## src/rtl/ssc_pkg.sv

```systemverilog
`default_nettype none

package ssc_pkg;

	// ----------------------------------------------------------------
	// register indices; byte address on the bus is four times the index
	// ----------------------------------------------------------------
	localparam logic [15:0] SIGNAL_STRENGTH_CONFIG_IDX = 16'hFF4C;
	localparam logic [15:0] SIGNAL_STRENGTH_STATUS_IDX = 16'hFF4F;
	localparam logic [15:0] EVENT_STATUS_IDX           = 16'hFF40;
	localparam logic [15:0] EVENT_MASK_IDX             = 16'hFF41;
	localparam int          ADDR_W                     = 18;

	// ----------------------------------------------------------------
	// config field positions
	// ----------------------------------------------------------------
	localparam int CFG_CONT_BIT   = 0;
	localparam int CFG_TXSEL_BIT  = 1;
	localparam int CFG_ENHANC_BIT = 2;
	localparam int CFG_W          = 3;

	// ----------------------------------------------------------------
	// status field positions
	// ----------------------------------------------------------------
	localparam int STAT_RXREQ_BIT = 7;
	localparam int STAT_MID_BIT   = 6;
	localparam int STAT_TXREQ_BIT = 5;
	localparam int CODE_W         = 5;

	// ----------------------------------------------------------------
	// event bits of the interrupt status and mask registers
	// ----------------------------------------------------------------
	localparam int EV_RX_DONE_BIT = 0;
	localparam int EV_TX_DONE_BIT = 1;
	localparam int EV_W           = 2;

	// ----------------------------------------------------------------
	// reset values
	// ----------------------------------------------------------------
	localparam logic [CFG_W-1:0]  CFG_RESET  = 3'h0;
	localparam logic [CODE_W-1:0] CODE_RESET = 5'h00;
	localparam logic [EV_W-1:0]   EV_RESET   = 2'h0;
	localparam logic [31:0]       RDATA_ZERO = 32'h00000000;

	// converter handshake: done pulse with the code it produced
	typedef struct packed {
		logic              done;
		logic [CODE_W-1:0] code;
	} ssc_adc_t;

	// window timing: start-of-window pulses and the async mode level
	typedef struct packed {
		logic rx_start;
		logic tx_start;
		logic async_mode;
	} ssc_win_t;

	typedef enum logic [1:0] {
		ST_IDLE = 2'b00,
		ST_CONV = 2'b01
	} ssc_state_t;

endpackage : ssc_pkg

`default_nettype wire

```

## src/rtl/ssc_peak.sv

```systemverilog
`default_nettype none

// holds the largest code seen since the last clear
module ssc_peak #(
	parameter int W = 5
) (
	input  wire logic         i_sys_clk,
	input  wire logic         i_rstn,
	input  wire logic         i_clear,
	input  wire logic         i_load,
	input  wire logic [W-1:0] i_code,
	output logic      [W-1:0] o_peak_q
);

	logic [W-1:0] peak_d;

	// ----------------------------------------------------------------
	// next peak; clear wins so a fresh request never sees an old peak
	// ----------------------------------------------------------------
	always_comb begin
		peak_d = o_peak_q;
		if (i_clear) begin
			peak_d = '0;
		end else if (i_load && (i_code > o_peak_q)) begin
			peak_d = i_code;
		end
	end

	// register
	always_ff @(posedge i_sys_clk) begin
		if (!i_rstn) begin
			o_peak_q <= '0;
		end else begin
			o_peak_q <= peak_d;
		end
	end

endmodule : ssc_peak

`default_nettype wire

```

## src/rtl/ssc_top.sv

```systemverilog
// The Avalon-MM register port was left to the implementer.
`default_nettype none

module ssc_top #(
	parameter int CODE_W = 5
) (
	input  wire logic                       i_sys_clk,
	input  wire logic                       i_rstn,
	// avalon-mm slave
	input  wire logic [ssc_pkg::ADDR_W-1:0] i_avs_address,
	input  wire logic                       i_avs_read,
	input  wire logic                       i_avs_write,
	input  wire logic [31:0]                i_avs_writedata,
	input  wire logic [3:0]                 i_avs_byteenable,
	output logic      [31:0]                o_avs_readdata,
	output logic                            o_avs_waitrequest,
	// converter, window timing and port pin
	input  wire ssc_pkg::ssc_adc_t          i_adc,
	input  wire ssc_pkg::ssc_win_t          i_win,
	input  wire logic                       i_general_input_pin,
	output logic                            o_adc_start,
	output logic                            o_irq
);

	// ----------------------------------------------------------------
	// state
	// ----------------------------------------------------------------
	logic [ssc_pkg::CFG_W-1:0] cfg_q,       cfg_d;
	logic                      rx_req_q,    rx_req_d;
	logic                      tx_req_q,    tx_req_d;
	logic                      rx_cont_q,   rx_cont_d;
	logic                      tx_cont_q,   tx_cont_d;
	logic                      cur_tx_q,    cur_tx_d;
	logic [CODE_W-1:0]         rx_res_q,    rx_res_d;
	logic [CODE_W-1:0]         tx_res_q,    tx_res_d;
	logic [ssc_pkg::EV_W-1:0]  ev_stat_q,   ev_stat_d;
	logic [ssc_pkg::EV_W-1:0]  ev_mask_q,   ev_mask_d;
	logic [31:0]               rdata_q,     rdata_d;
	logic                      wait_q,      wait_d;
	logic                      start_q,     start_d;
	logic                      irq_q,       irq_d;
	ssc_pkg::ssc_state_t       state_q,     state_d;

	logic                      enh;
	logic                      access;
	logic                      wr_en;
	logic [15:0]               idx;
	logic                      hit_cfg;
	logic                      hit_stat;
	logic                      hit_evs;
	logic                      hit_evm;
	logic                      wr_rxreq;
	logic                      wr_txreq;
	logic                      done_rx;
	logic                      done_tx;
	logic                      rx_pend;
	logic                      tx_pend;
	logic [CODE_W-1:0]         rx_peak;
	logic [CODE_W-1:0]         tx_peak;
	logic [CODE_W-1:0]         shown_code;
	logic [7:0]                stat_view;

	// ----------------------------------------------------------------
	// bus decode
	// ----------------------------------------------------------------
	// a request is taken on the edge where waitrequest is seen low
	assign idx      = i_avs_address[ssc_pkg::ADDR_W-1:2];
	assign access   = (i_avs_read || i_avs_write) && !wait_q;
	assign wr_en    = access && i_avs_write && i_avs_byteenable[0];
	assign hit_cfg  = (idx == ssc_pkg::SIGNAL_STRENGTH_CONFIG_IDX);
	assign hit_stat = (idx == ssc_pkg::SIGNAL_STRENGTH_STATUS_IDX);
	assign hit_evs  = (idx == ssc_pkg::EVENT_STATUS_IDX);
	assign hit_evm  = (idx == ssc_pkg::EVENT_MASK_IDX);

	// mode and request writes
	assign enh      = cfg_q[ssc_pkg::CFG_ENHANC_BIT];
	assign wr_rxreq = wr_en && hit_stat && i_avs_writedata[ssc_pkg::STAT_RXREQ_BIT];
	assign wr_txreq = wr_en && hit_stat && enh
	                  && i_avs_writedata[ssc_pkg::STAT_TXREQ_BIT];

	// completion of the conversion in flight
	assign done_rx  = (state_q == ssc_pkg::ST_CONV) && i_adc.done && !cur_tx_q;
	assign done_tx  = (state_q == ssc_pkg::ST_CONV) && i_adc.done && cur_tx_q;

	// continuous mode keeps a window pending after the first result
	assign rx_pend  = rx_req_q || rx_cont_q;
	assign tx_pend  = tx_req_q || tx_cont_q;

	// ----------------------------------------------------------------
	// peak holders, one per window
	// ----------------------------------------------------------------
	ssc_peak #(
		.W        (CODE_W)
	) u_rx_peak (
		.i_sys_clk(i_sys_clk),
		.i_rstn   (i_rstn),
		.i_clear  (wr_rxreq),
		.i_load   (done_rx),
		.i_code   (i_adc.code),
		.o_peak_q (rx_peak)
	);

	ssc_peak #(
		.W        (CODE_W)
	) u_tx_peak (
		.i_sys_clk(i_sys_clk),
		.i_rstn   (i_rstn),
		.i_clear  (wr_txreq),
		.i_load   (done_tx),
		.i_code   (i_adc.code),
		.o_peak_q (tx_peak)
	);

	// ----------------------------------------------------------------
	// status view
	// ----------------------------------------------------------------
	// async mode in enhanced mode shows the receive peak, else the selected window result
	always_comb begin
		if (enh && i_win.async_mode) begin
			shown_code = rx_peak;
		end else if (cfg_q[ssc_pkg::CFG_TXSEL_BIT]) begin
			shown_code = tx_res_q;
		end else begin
			shown_code = rx_res_q;
		end
		stat_view = 8'h00;
		stat_view[CODE_W-1:0] = shown_code;
		stat_view[ssc_pkg::STAT_RXREQ_BIT] = rx_req_q;
		if (enh) begin
			stat_view[ssc_pkg::STAT_MID_BIT]   = i_win.async_mode;
			stat_view[ssc_pkg::STAT_TXREQ_BIT] = tx_req_q;
		end else begin
			stat_view[ssc_pkg::STAT_MID_BIT]   = i_general_input_pin;
		end
	end

	// ----------------------------------------------------------------
	// bus slave: one wait cycle, then the answer
	// ----------------------------------------------------------------
	// read data are sampled while waitrequest is high so they come from a
	// flop; the value is the state one cycle before the accepting edge
	always_comb begin
		wait_d  = !((i_avs_read || i_avs_write) && wait_q);
		rdata_d = rdata_q;
		if ((i_avs_read || i_avs_write) && wait_q) begin
			rdata_d = ssc_pkg::RDATA_ZERO;
			if (hit_cfg) begin
				rdata_d[ssc_pkg::CFG_W-1:0] = cfg_q;
			end else if (hit_stat) begin
				rdata_d[7:0] = stat_view;
			end else if (hit_evs) begin
				rdata_d[ssc_pkg::EV_W-1:0] = ev_stat_q;
			end else if (hit_evm) begin
				rdata_d[ssc_pkg::EV_W-1:0] = ev_mask_q;
			end
		end
	end

	always_ff @(posedge i_sys_clk) begin
		if (!i_rstn) begin
			wait_q  <= 1'b1;
			rdata_q <= ssc_pkg::RDATA_ZERO;
		end else begin
			wait_q  <= wait_d;
			rdata_q <= rdata_d;
		end
	end

	// ----------------------------------------------------------------
	// configuration and continuous flags
	// ----------------------------------------------------------------
	// any write to the config ends a continuous run
	always_comb begin
		cfg_d     = cfg_q;
		rx_cont_d = rx_cont_q;
		tx_cont_d = tx_cont_q;
		if (wr_en && hit_cfg) begin
			cfg_d     = i_avs_writedata[ssc_pkg::CFG_W-1:0];
			rx_cont_d = 1'b0;
			tx_cont_d = 1'b0;
		end else begin
			if (wr_rxreq) begin
				rx_cont_d = cfg_q[ssc_pkg::CFG_CONT_BIT];
			end
			if (wr_txreq) begin
				tx_cont_d = cfg_q[ssc_pkg::CFG_CONT_BIT];
			end
		end
	end

	always_ff @(posedge i_sys_clk) begin
		if (!i_rstn) begin
			cfg_q     <= ssc_pkg::CFG_RESET;
			rx_cont_q <= 1'b0;
			tx_cont_q <= 1'b0;
		end else begin
			cfg_q     <= cfg_d;
			rx_cont_q <= rx_cont_d;
			tx_cont_q <= tx_cont_d;
		end
	end

	// ----------------------------------------------------------------
	// conversion sequencer
	// ----------------------------------------------------------------
	// legacy mode converts at once; enhanced mode waits for the window
	always_comb begin
		state_d  = state_q;
		cur_tx_d = cur_tx_q;
		start_d  = 1'b0;
		case (state_q)
			ssc_pkg::ST_IDLE: begin
				if (rx_pend && (!enh || i_win.rx_start)) begin
					state_d  = ssc_pkg::ST_CONV;
					cur_tx_d = 1'b0;
					start_d  = 1'b1;
				end else if (enh && tx_pend && i_win.tx_start) begin
					state_d  = ssc_pkg::ST_CONV;
					cur_tx_d = 1'b1;
					start_d  = 1'b1;
				end
			end
			ssc_pkg::ST_CONV: begin
				if (i_adc.done) begin
					state_d = ssc_pkg::ST_IDLE;
				end
			end
			default: begin
				state_d = ssc_pkg::ST_IDLE;
			end
		endcase
	end

	always_ff @(posedge i_sys_clk) begin
		if (!i_rstn) begin
			state_q  <= ssc_pkg::ST_IDLE;
			cur_tx_q <= 1'b0;
			start_q  <= 1'b0;
		end else begin
			state_q  <= state_d;
			cur_tx_q <= cur_tx_d;
			start_q  <= start_d;
		end
	end

	// ----------------------------------------------------------------
	// request bits and results
	// ----------------------------------------------------------------
	// a request written in the completing cycle wins: the bit stays set
	always_comb begin
		rx_req_d = rx_req_q;
		tx_req_d = tx_req_q;
		rx_res_d = rx_res_q;
		tx_res_d = tx_res_q;
		if (done_rx) begin
			rx_req_d = 1'b0;
			rx_res_d = i_adc.code;
		end
		if (done_tx) begin
			tx_req_d = 1'b0;
			tx_res_d = i_adc.code;
		end
		if (wr_rxreq) begin
			rx_req_d = 1'b1;
			if (enh) begin
				rx_res_d = ssc_pkg::CODE_RESET;
			end
		end
		if (wr_txreq) begin
			tx_req_d = 1'b1;
		end
	end

	always_ff @(posedge i_sys_clk) begin
		if (!i_rstn) begin
			rx_req_q <= 1'b0;
			tx_req_q <= 1'b0;
			rx_res_q <= ssc_pkg::CODE_RESET;
			tx_res_q <= ssc_pkg::CODE_RESET;
		end else begin
			rx_req_q <= rx_req_d;
			tx_req_q <= tx_req_d;
			rx_res_q <= rx_res_d;
			tx_res_q <= tx_res_d;
		end
	end

	// ----------------------------------------------------------------
	// completion events and interrupt
	// ----------------------------------------------------------------
	// write one to clear; a completion in the same cycle keeps its bit
	always_comb begin
		ev_stat_d = ev_stat_q;
		ev_mask_d = ev_mask_q;
		if (wr_en && hit_evs) begin
			ev_stat_d = ev_stat_q & ~i_avs_writedata[ssc_pkg::EV_W-1:0];
		end
		if (wr_en && hit_evm) begin
			ev_mask_d = i_avs_writedata[ssc_pkg::EV_W-1:0];
		end
		if (done_rx) begin
			ev_stat_d[ssc_pkg::EV_RX_DONE_BIT] = 1'b1;
		end
		if (done_tx) begin
			ev_stat_d[ssc_pkg::EV_TX_DONE_BIT] = 1'b1;
		end
		irq_d = |(ev_stat_d & ev_mask_d);
	end

	always_ff @(posedge i_sys_clk) begin
		if (!i_rstn) begin
			ev_stat_q <= ssc_pkg::EV_RESET;
			ev_mask_q <= ssc_pkg::EV_RESET;
			irq_q     <= 1'b0;
		end else begin
			ev_stat_q <= ev_stat_d;
			ev_mask_q <= ev_mask_d;
			irq_q     <= irq_d;
		end
	end

	// ----------------------------------------------------------------
	// outputs, all straight from flops
	// ----------------------------------------------------------------
	assign o_avs_readdata    = rdata_q;
	assign o_avs_waitrequest = wait_q;
	assign o_adc_start       = start_q;
	assign o_irq             = irq_q;

endmodule : ssc_top

`default_nettype wire

```

## config.mk

```make
export PLATFORM = sky130hd
export DESIGN_NAME = ssc_top
export DESIGN_NICKNAME = d
export VERILOG_FILES = /design/src/rtl/ssc_pkg.sv /design/src/rtl/ssc_peak.sv /design/src/rtl/ssc_top.sv
export SDC_FILE = /design/constraint.sdc
export NUM_CORES = 1
export LEC_CHECK = 0
export BUFFER_PORTS_ARGS = -buffer_cell sky130_fd_sc_hd__buf_2
export CAP_MARGIN = 20
export CELL_PAD_IN_SITES_DETAIL_PLACEMENT = 0
export CELL_PAD_IN_SITES_GLOBAL_PLACEMENT = 1
export CORE_ASPECT_RATIO = 0.5
export CORE_MARGIN = 1
export CORE_UTILIZATION = 34
export DETAILED_ROUTE_END_ITERATION = 10
export HOLD_SLACK_MARGIN = 0.12
export PLACE_DENSITY_LB_ADDON = 0.1
export RECOVER_POWER = 50
export REMOVE_ABC_BUFFERS = 1
export SLEW_MARGIN = 20
export SYNTH_ARGS = -nofsm -noshare
export SYNTH_HDL_FRONTEND = slang
export SYNTH_SLANG_ARGS = --single-unit
export TNS_END_PERCENT = 10
```

## constraint.sdc

```tcl
create_clock -name i_sys_clk -period 3.6 [get_ports i_sys_clk]
set_clock_uncertainty 0.15 [all_clocks]
set_input_delay 0.72 -clock i_sys_clk [delete_from_list [all_inputs] [get_ports i_sys_clk]]
set_output_delay 0.72 -clock i_sys_clk [all_outputs]
set_load 0.05 [all_outputs]
```

# Word-level counts from Yosys, hierarchy flattened
# Cells that the tools add are included.
# Widths: inputs -> output; s select.
dict set report word_totals {
  regBits 40
  latchBits 0
  mem_bits_rw 0
  romBits 0
  inputBits 68
  output_inout_bits 35
  wordCells 94
  n_memories 0
}
dict set report op_classes {
  add_sub_neg 0
  mul 0
  div_mod_pow 0
  n_lt_le_gt_ge 1
  n_eq_ne 7
  shifts 0
  mux 29
  bitwise_logic 4
  n_reduce_logical 37
}
# operator count
set ops {}
lappend ops {{$eq 16x16->1 const B} 4}
lappend ops {{$mux 5} 6}
lappend ops {{$logic_and 1x1->1} 19}
lappend ops {{$mux 2} 8}
lappend ops {{$mux 1} 12}
lappend ops {{$mux 6} 1}
lappend ops {{$reduce_and 2->1} 3}
lappend ops {{$reduce_bool 2->1} 3}
lappend ops {{$reduce_or 2->1} 3}
lappend ops {{$gt 5x5->1} 1}
lappend ops {{$and 2x2->2} 2}
lappend ops {{$logic_not 1->1} 4}
lappend ops {{$logic_or 1x1->1} 4}
lappend ops {{$pmux 2 s2} 1}
lappend ops {{$mux 3} 1}
lappend ops {{$ne 3x3->1 const B} 1}
lappend ops {{$eq 2x1->1 const B} 1}
lappend ops {{$logic_not 2->1} 1}
lappend ops {{$ne 2x2->1 const B} 1}
lappend ops {{$not 2->2} 1}
lappend ops {{$not 1->1} 1}

# Depth between registers and ports, before layout
dict set report depth {
  depth_word 9
  depth_mapped 7
  mapped_depth_nobuf 7
}

# Hierarchy
# From an unflattened synthesis, not the netlist that was laid out.
dict set report unflattened {
  hier_cells 243
  area_unflattened_um2 2134.5
}
# mod n_inst cells_per_inst area_per_inst_um2 seq_area_each_um2
set modules_own_cells {}
lappend modules_own_cells {ssc_top 1 203 1785.5 680.7}
lappend modules_own_cells {ssc_peak 1 40 349.1 100.1}

# Worst setup path before layout
# Ideal clock, no wire load.
dict set report synth_path {
  kind {input to register}
  from {in i_avs_address[7] (netlist name)}
  to {reg tx_cont_q}
  setup_time_ns 0.118
  t_arrival_ns 2.373
  setup_slack_ns 0.959
  stages 5
  cell_sequence {or4b_4 > or4_4 > or3_4 > mux2i_1 > nor3_1}
}
dict set report synth_between {
  elab_chain_cells 4
  word_cells_on_any_way 7
  classes_between {eq/ne: 2; reduce/logical: 5}
}
# element line
set synth_lines {}
lappend synth_lines {{start, declared} ssc_top.sv:10} ;# input wire logic [ssc_pkg::ADDR_W-1:0] i_avs_address,
lappend synth_lines {{$eq 16x16->1} ssc_top.sv:71} ;# assign hit_stat = (idx == ssc_pkg::SIGNAL_STRENGTH_STATUS_IDX);
lappend synth_lines {{$logic_and 1x1->1 (2 in series)} ssc_top.sv:78} ;# assign wr_txreq = wr_en && hit_stat && enh
lappend synth_lines {{$logic_and 1x1->1} ssc_top.sv:79} ;# && i_avs_writedata[ssc_pkg::STAT_TXREQ_BIT];
lappend synth_lines {{end signal, assigned} ssc_top.sv:199} ;# tx_cont_q <= tx_cont_d;
lappend synth_lines {{end, declared} ssc_top.sv:32} ;# logic tx_cont_q, tx_cont_d;
# Parallel ways exist; a longest one is shown, timed or not.
# A chain may end at the register's enable or synchronous reset.

# Worst setup path in the final report
dict set report layout_path {
  from {in i_avs_address[7] (netlist name)}
  to {reg cfg_q[0] (netlist name)}
}
dict set report layout_between {
  elab_chain_cells 2
}
# element line
set layout_lines {}
lappend layout_lines {{$eq 16x16->1} ssc_top.sv:70} ;# assign hit_cfg = (idx == ssc_pkg::SIGNAL_STRENGTH_CONFIG_IDX);
lappend layout_lines {{$logic_and 1x1->1} ssc_top.sv:177} ;# if (wr_en && hit_cfg) begin
lappend layout_lines {{end signal, assigned} ssc_top.sv:193} ;# cfg_q <= ssc_pkg::CFG_RESET;
lappend layout_lines {{end signal, assigned} ssc_top.sv:197} ;# cfg_q <= cfg_d;
lappend layout_lines {{end, declared} ssc_top.sv:28} ;# logic [ssc_pkg::CFG_W-1:0] cfg_q, cfg_d;
# No other way between the ends.

==> results.sh <==
export IMPL_global_route_wire_length_before_repair_mm=7.87
export IMPL_syn_cell_area_sq_mm=0.00207
export IMPL_wl_per_cell_um=13.6
export IMPL_cts_resized=0
export IMPL_port_buffers=46
export IMPL_placed_cell_area_sq_mm=0.00225
export IMPL_worst_setup_path_start_kind="input pin"
export IMPL_seq_area_frac_synth_pct=37.7
export IMPL_netlist_cell_type_count=45
export IMPL_power_per_cell_area_mw_per_mm2=418
export IMPL_worstPathCellList="buf_2 > or4b_1 > or4_1 > nor2_4 > mux2i_1 > nor2_1"
export IMPL_drt_initial_drc_count=74
export IMPL_num_rows=19
export IMPL_post_drt_antenna_nets=0
export IMPL_routed_wl_mm=4.98
export IMPL_cp_end_kind="flip-flop"
export IMPL_power_frac_comb_pct=11.9
export IMPL_num_antenna_cells=0
export IMPL_mapped_cells=250
export IMPL_cts_hold_fix_buffers=0
export IMPL_warning_count_from_the_yosys_run=0
export IMPL_initial_core_util_pct=36.4
export IMPL_power_clock_fraction_pct=44.2
export IMPL_route_detailed_vias_per_inst=4.86
export IMPL_synth_enable_flop_cells=0
export IMPL_internal_power_uw=727
export IMPL_power_switching_share_pct=26.6
export IMPL_fmaxAchievable_mhz=381
export IMPL_critical_path_peak_fanout=8
export IMPL_rsz_0062_raised_after_global_routing="false"
export IMPL_postSynth_asyncResetShare_pct=0
export IMPL_power_ir_vdd_worst_v=0.000169
export IMPL_cts_root_buf="sky130_fd_sc_hd__clkbuf_16"
export IMPL_fin_nets=367
export IMPL_worstPathArrival_ns=2.62
export IMPL_worst_slew_pin_slew_ns=0.768
export IMPL_min_period_ns=2.63
export IMPL_grt_pass1_vias=1576
export IMPL_final_core_utilization_pct=41.7
export IMPL_placed_cells=360
export IMPL_place_hpwl_mm=3.81
export IMPL_final_instance_count_excl_fill=367
export IMPL_max_cap_violations=0
export IMPL_post_cts_setup_buffers=0
export IMPL_antenna_violations_before_repair=0
export IMPL_die_y_um=57.2
export IMPL_max_slew_vio_count=0
export IMPL_grt_overflow=0
export IMPL_coreArea_sq_mm=0.00568
export IMPL_synth_ff_latch_count=39
export IMPL_fin_ws_ns=0.974
export IMPL_critPathSlowestCell="sky130_fd_sc_hd__or4_1"
export IMPL_fill_cell_total_of_the_finished_layout=610
export IMPL_pwr_share_seq_pct=43.9
export IMPL_cp_data_required_time_ns=3.59
export IMPL_critPathKind="in -> reg"
export IMPL_clkTransAtPathRegs_ns=0.06
export IMPL_violations="design-rule violations"
export IMPL_die_w_um=112
export IMPL_post_route_cell_area_sq_mm=0.00237
export IMPL_clock_sinks=39
export IMPL_pin_count_of_the_biggest_net_entering_global_routing=23
export IMPL_io_pins=103
export IMPL_setup_violations=0
export IMPL_finalSetupTns_ns=0
export IMPL_worst_slew_margin_relative_to_its_limit_pct=48.7
export IMPL_first_pass_iters=9
export IMPL_outcome="finished, violations left"
export IMPL_post_synthesis_mean_instance_area_sq_um=8.28
export IMPL_period_share_pct=72.9
export IMPL_timing_hold_worst_class="reg -> reg"
export IMPL_floorplan_die_area_sq_mm=0.00642
export IMPL_cts_tree="done"
export IMPL_max_stage_delay_ns=0.72
export IMPL_detail_route_drc_violations=4
export IMPL_htree_num_levels=2
export IMPL_track_usage_pct=16.1
export IMPL_cts_path_max_buffers=2
export IMPL_clock_latency_ns=0.28
export IMPL_routed_via_count=1784
export IMPL_final_hold_viol_count=0
export IMPL_power_leakage_nw=0.943
export IMPL_syn_to_final_growth_pct=14.4
export IMPL_final_weighted_congestion_of_routability_driven_global_placement=0.752
export IMPL_pre_cts_slack_ns=0.724
export IMPL_switchingPower_uw=263
export IMPL_synth_ff_type="sky130_fd_sc_hd__dfxtp_1"
export IMPL_post_route_cells_drive_above_1_share_pct=17.7
export IMPL_cts_buffers=5
[area by class of cell]
class                      count  area, sq um  area share [%]
multi-input combinational    191         1090            46.2
sequential                    39          781            33.0
timing repair buffer          48          225            9.51
clock buffer                   6          139            5.86
tap                           73         91.3            3.86
inverter                       9         33.8            1.43
clock inverter                 1         5.00           0.211
[power groups by stage]
stage	logic (mW)	clock network (mW)	registers, mW
final	0.118	0.438	0.435
after global placement	0.118	0	0.444
after detailed placement	0.119	0	0.444
after global routing	0.127	0.459	0.435
after CTS	0.120	0.442	0.435
after floorplan	0.0775	0	0.450
[cells in the mapped netlist (all sizes together) (2+ instances only)]
cell / count / area [sq um]
nand2: 54 / 203
dfxtp: 39 / 781
buf: 26 / 199
a21oi: 22 / 110
mux2i: 16 / 160
o21ai: 12 / 60.1
nor2: 11 / 48.8
inv: 9 / 33.8
clkbuf: 7 / 30.0
nand3: 7 / 35.0
ha: 5 / 62.6
nand4: 4 / 25.0
nor3: 3 / 15.0
o221a: 3 / 33.8
or4: 3 / 30.0
a31oi: 2 / 18.8
o2111ai: 2 / 17.5
o211ai: 2 / 15.0
o21a: 2 / 15.0
o31ai: 2 / 15.0
or3: 2 / 17.5
[kinds of logic (layout without fill, tap and decap cells)]
family	after synthesis	in the layout	synth area share (%)
and+or+nand+nor	93	93	21.9
AOI/OAI and AO/OA	52	52	15.8
buffers and inverters	43	64	13.1
DFF	39	39	37.7
muxes	17	17	8.28
adders and majority gates	5	5	3.02
other	1	24	0.181
[path summary, 6_finish.rpt]
check	slack, ns	cells past startpoint	startpoint	end
max	0.97	6	i_avs_address[7]	cfg_q[0]$_SDFFE_PN0P_
min	0.30	2	o_avs_readdata[7]$_SDFFE_PN0P_	o_avs_readdata[7]$_SDFFE_PN0P_
max reg2reg	1.56	7	u_rx_peak.o_peak_q[1]$_SDFFE_PP0P_	u_rx_peak.o_peak_q[0]$_SDFFE_PP0P_
min reg2reg	0.30	2	o_avs_readdata[7]$_SDFFE_PN0P_	o_avs_readdata[7]$_SDFFE_PN0P_
[layout by cell type (no fill, tap or decap), types with 2 or more instances in the layout]
cell type                    n
sky130_fd_sc_hd__nand3_1     7
sky130_fd_sc_hd__buf_2      33
sky130_fd_sc_hd__clkbuf_16   5
sky130_fd_sc_hd__nand4_1     4
sky130_fd_sc_hd__nor2_1     10
sky130_fd_sc_hd__mux2i_1    16
sky130_fd_sc_hd__o2111ai_1   2
sky130_fd_sc_hd__o21a_1      2
sky130_fd_sc_hd__clkbuf_1   14
sky130_fd_sc_hd__nand2_1    54
sky130_fd_sc_hd__inv_1       9
sky130_fd_sc_hd__o221a_2     3
sky130_fd_sc_hd__ha_1        5
sky130_fd_sc_hd__or4_4       2
sky130_fd_sc_hd__nor3_1      3
sky130_fd_sc_hd__o31ai_1     2
sky130_fd_sc_hd__o21ai_0    11
sky130_fd_sc_hd__o211ai_1    2
sky130_fd_sc_hd__conb_1     24
sky130_fd_sc_hd__a21oi_1    22
sky130_fd_sc_hd__dfxtp_1    39
[metrics by stage]
step           hold WS [ns]  power, mW
4_1_cts               0.299      0.996
6_report              0.299      0.991
3_3_place_gp          0.290      0.562
2_1_floorplan         0.283      0.527
5_1_grt               0.318       1.02
3_5_place_dp          0.291      0.563
[per-layer routing]
metal,vias to the layer above,part of all wire [%],global-route usage (%),wire (um)
met2,47,44,25.9,2190
met3,4,4.1,3.72,204
met5,-,0,0,0
met1,824,51,22.2,2540
li1,909,-,-,-
met4,0,0.76,4.00,38
[critical path, delay by kind of cell]
kind / cells / cell delay, ns
buf+inv: 1 / 0.09
simple gates: 4 / 1.59
mux: 1 / 0.21
[state kept, by name, summed over array words and instances, names as in the netlist, 2 cells and up]
name and cells:
o_avs_readdata 8, rx_res_q 5, tx_res_q 5, u_rx_peak.o_peak_q 5, cfg_q 3, ev_mask_q 2
ev_stat_q 2
(Power assumes the default switching activity.)
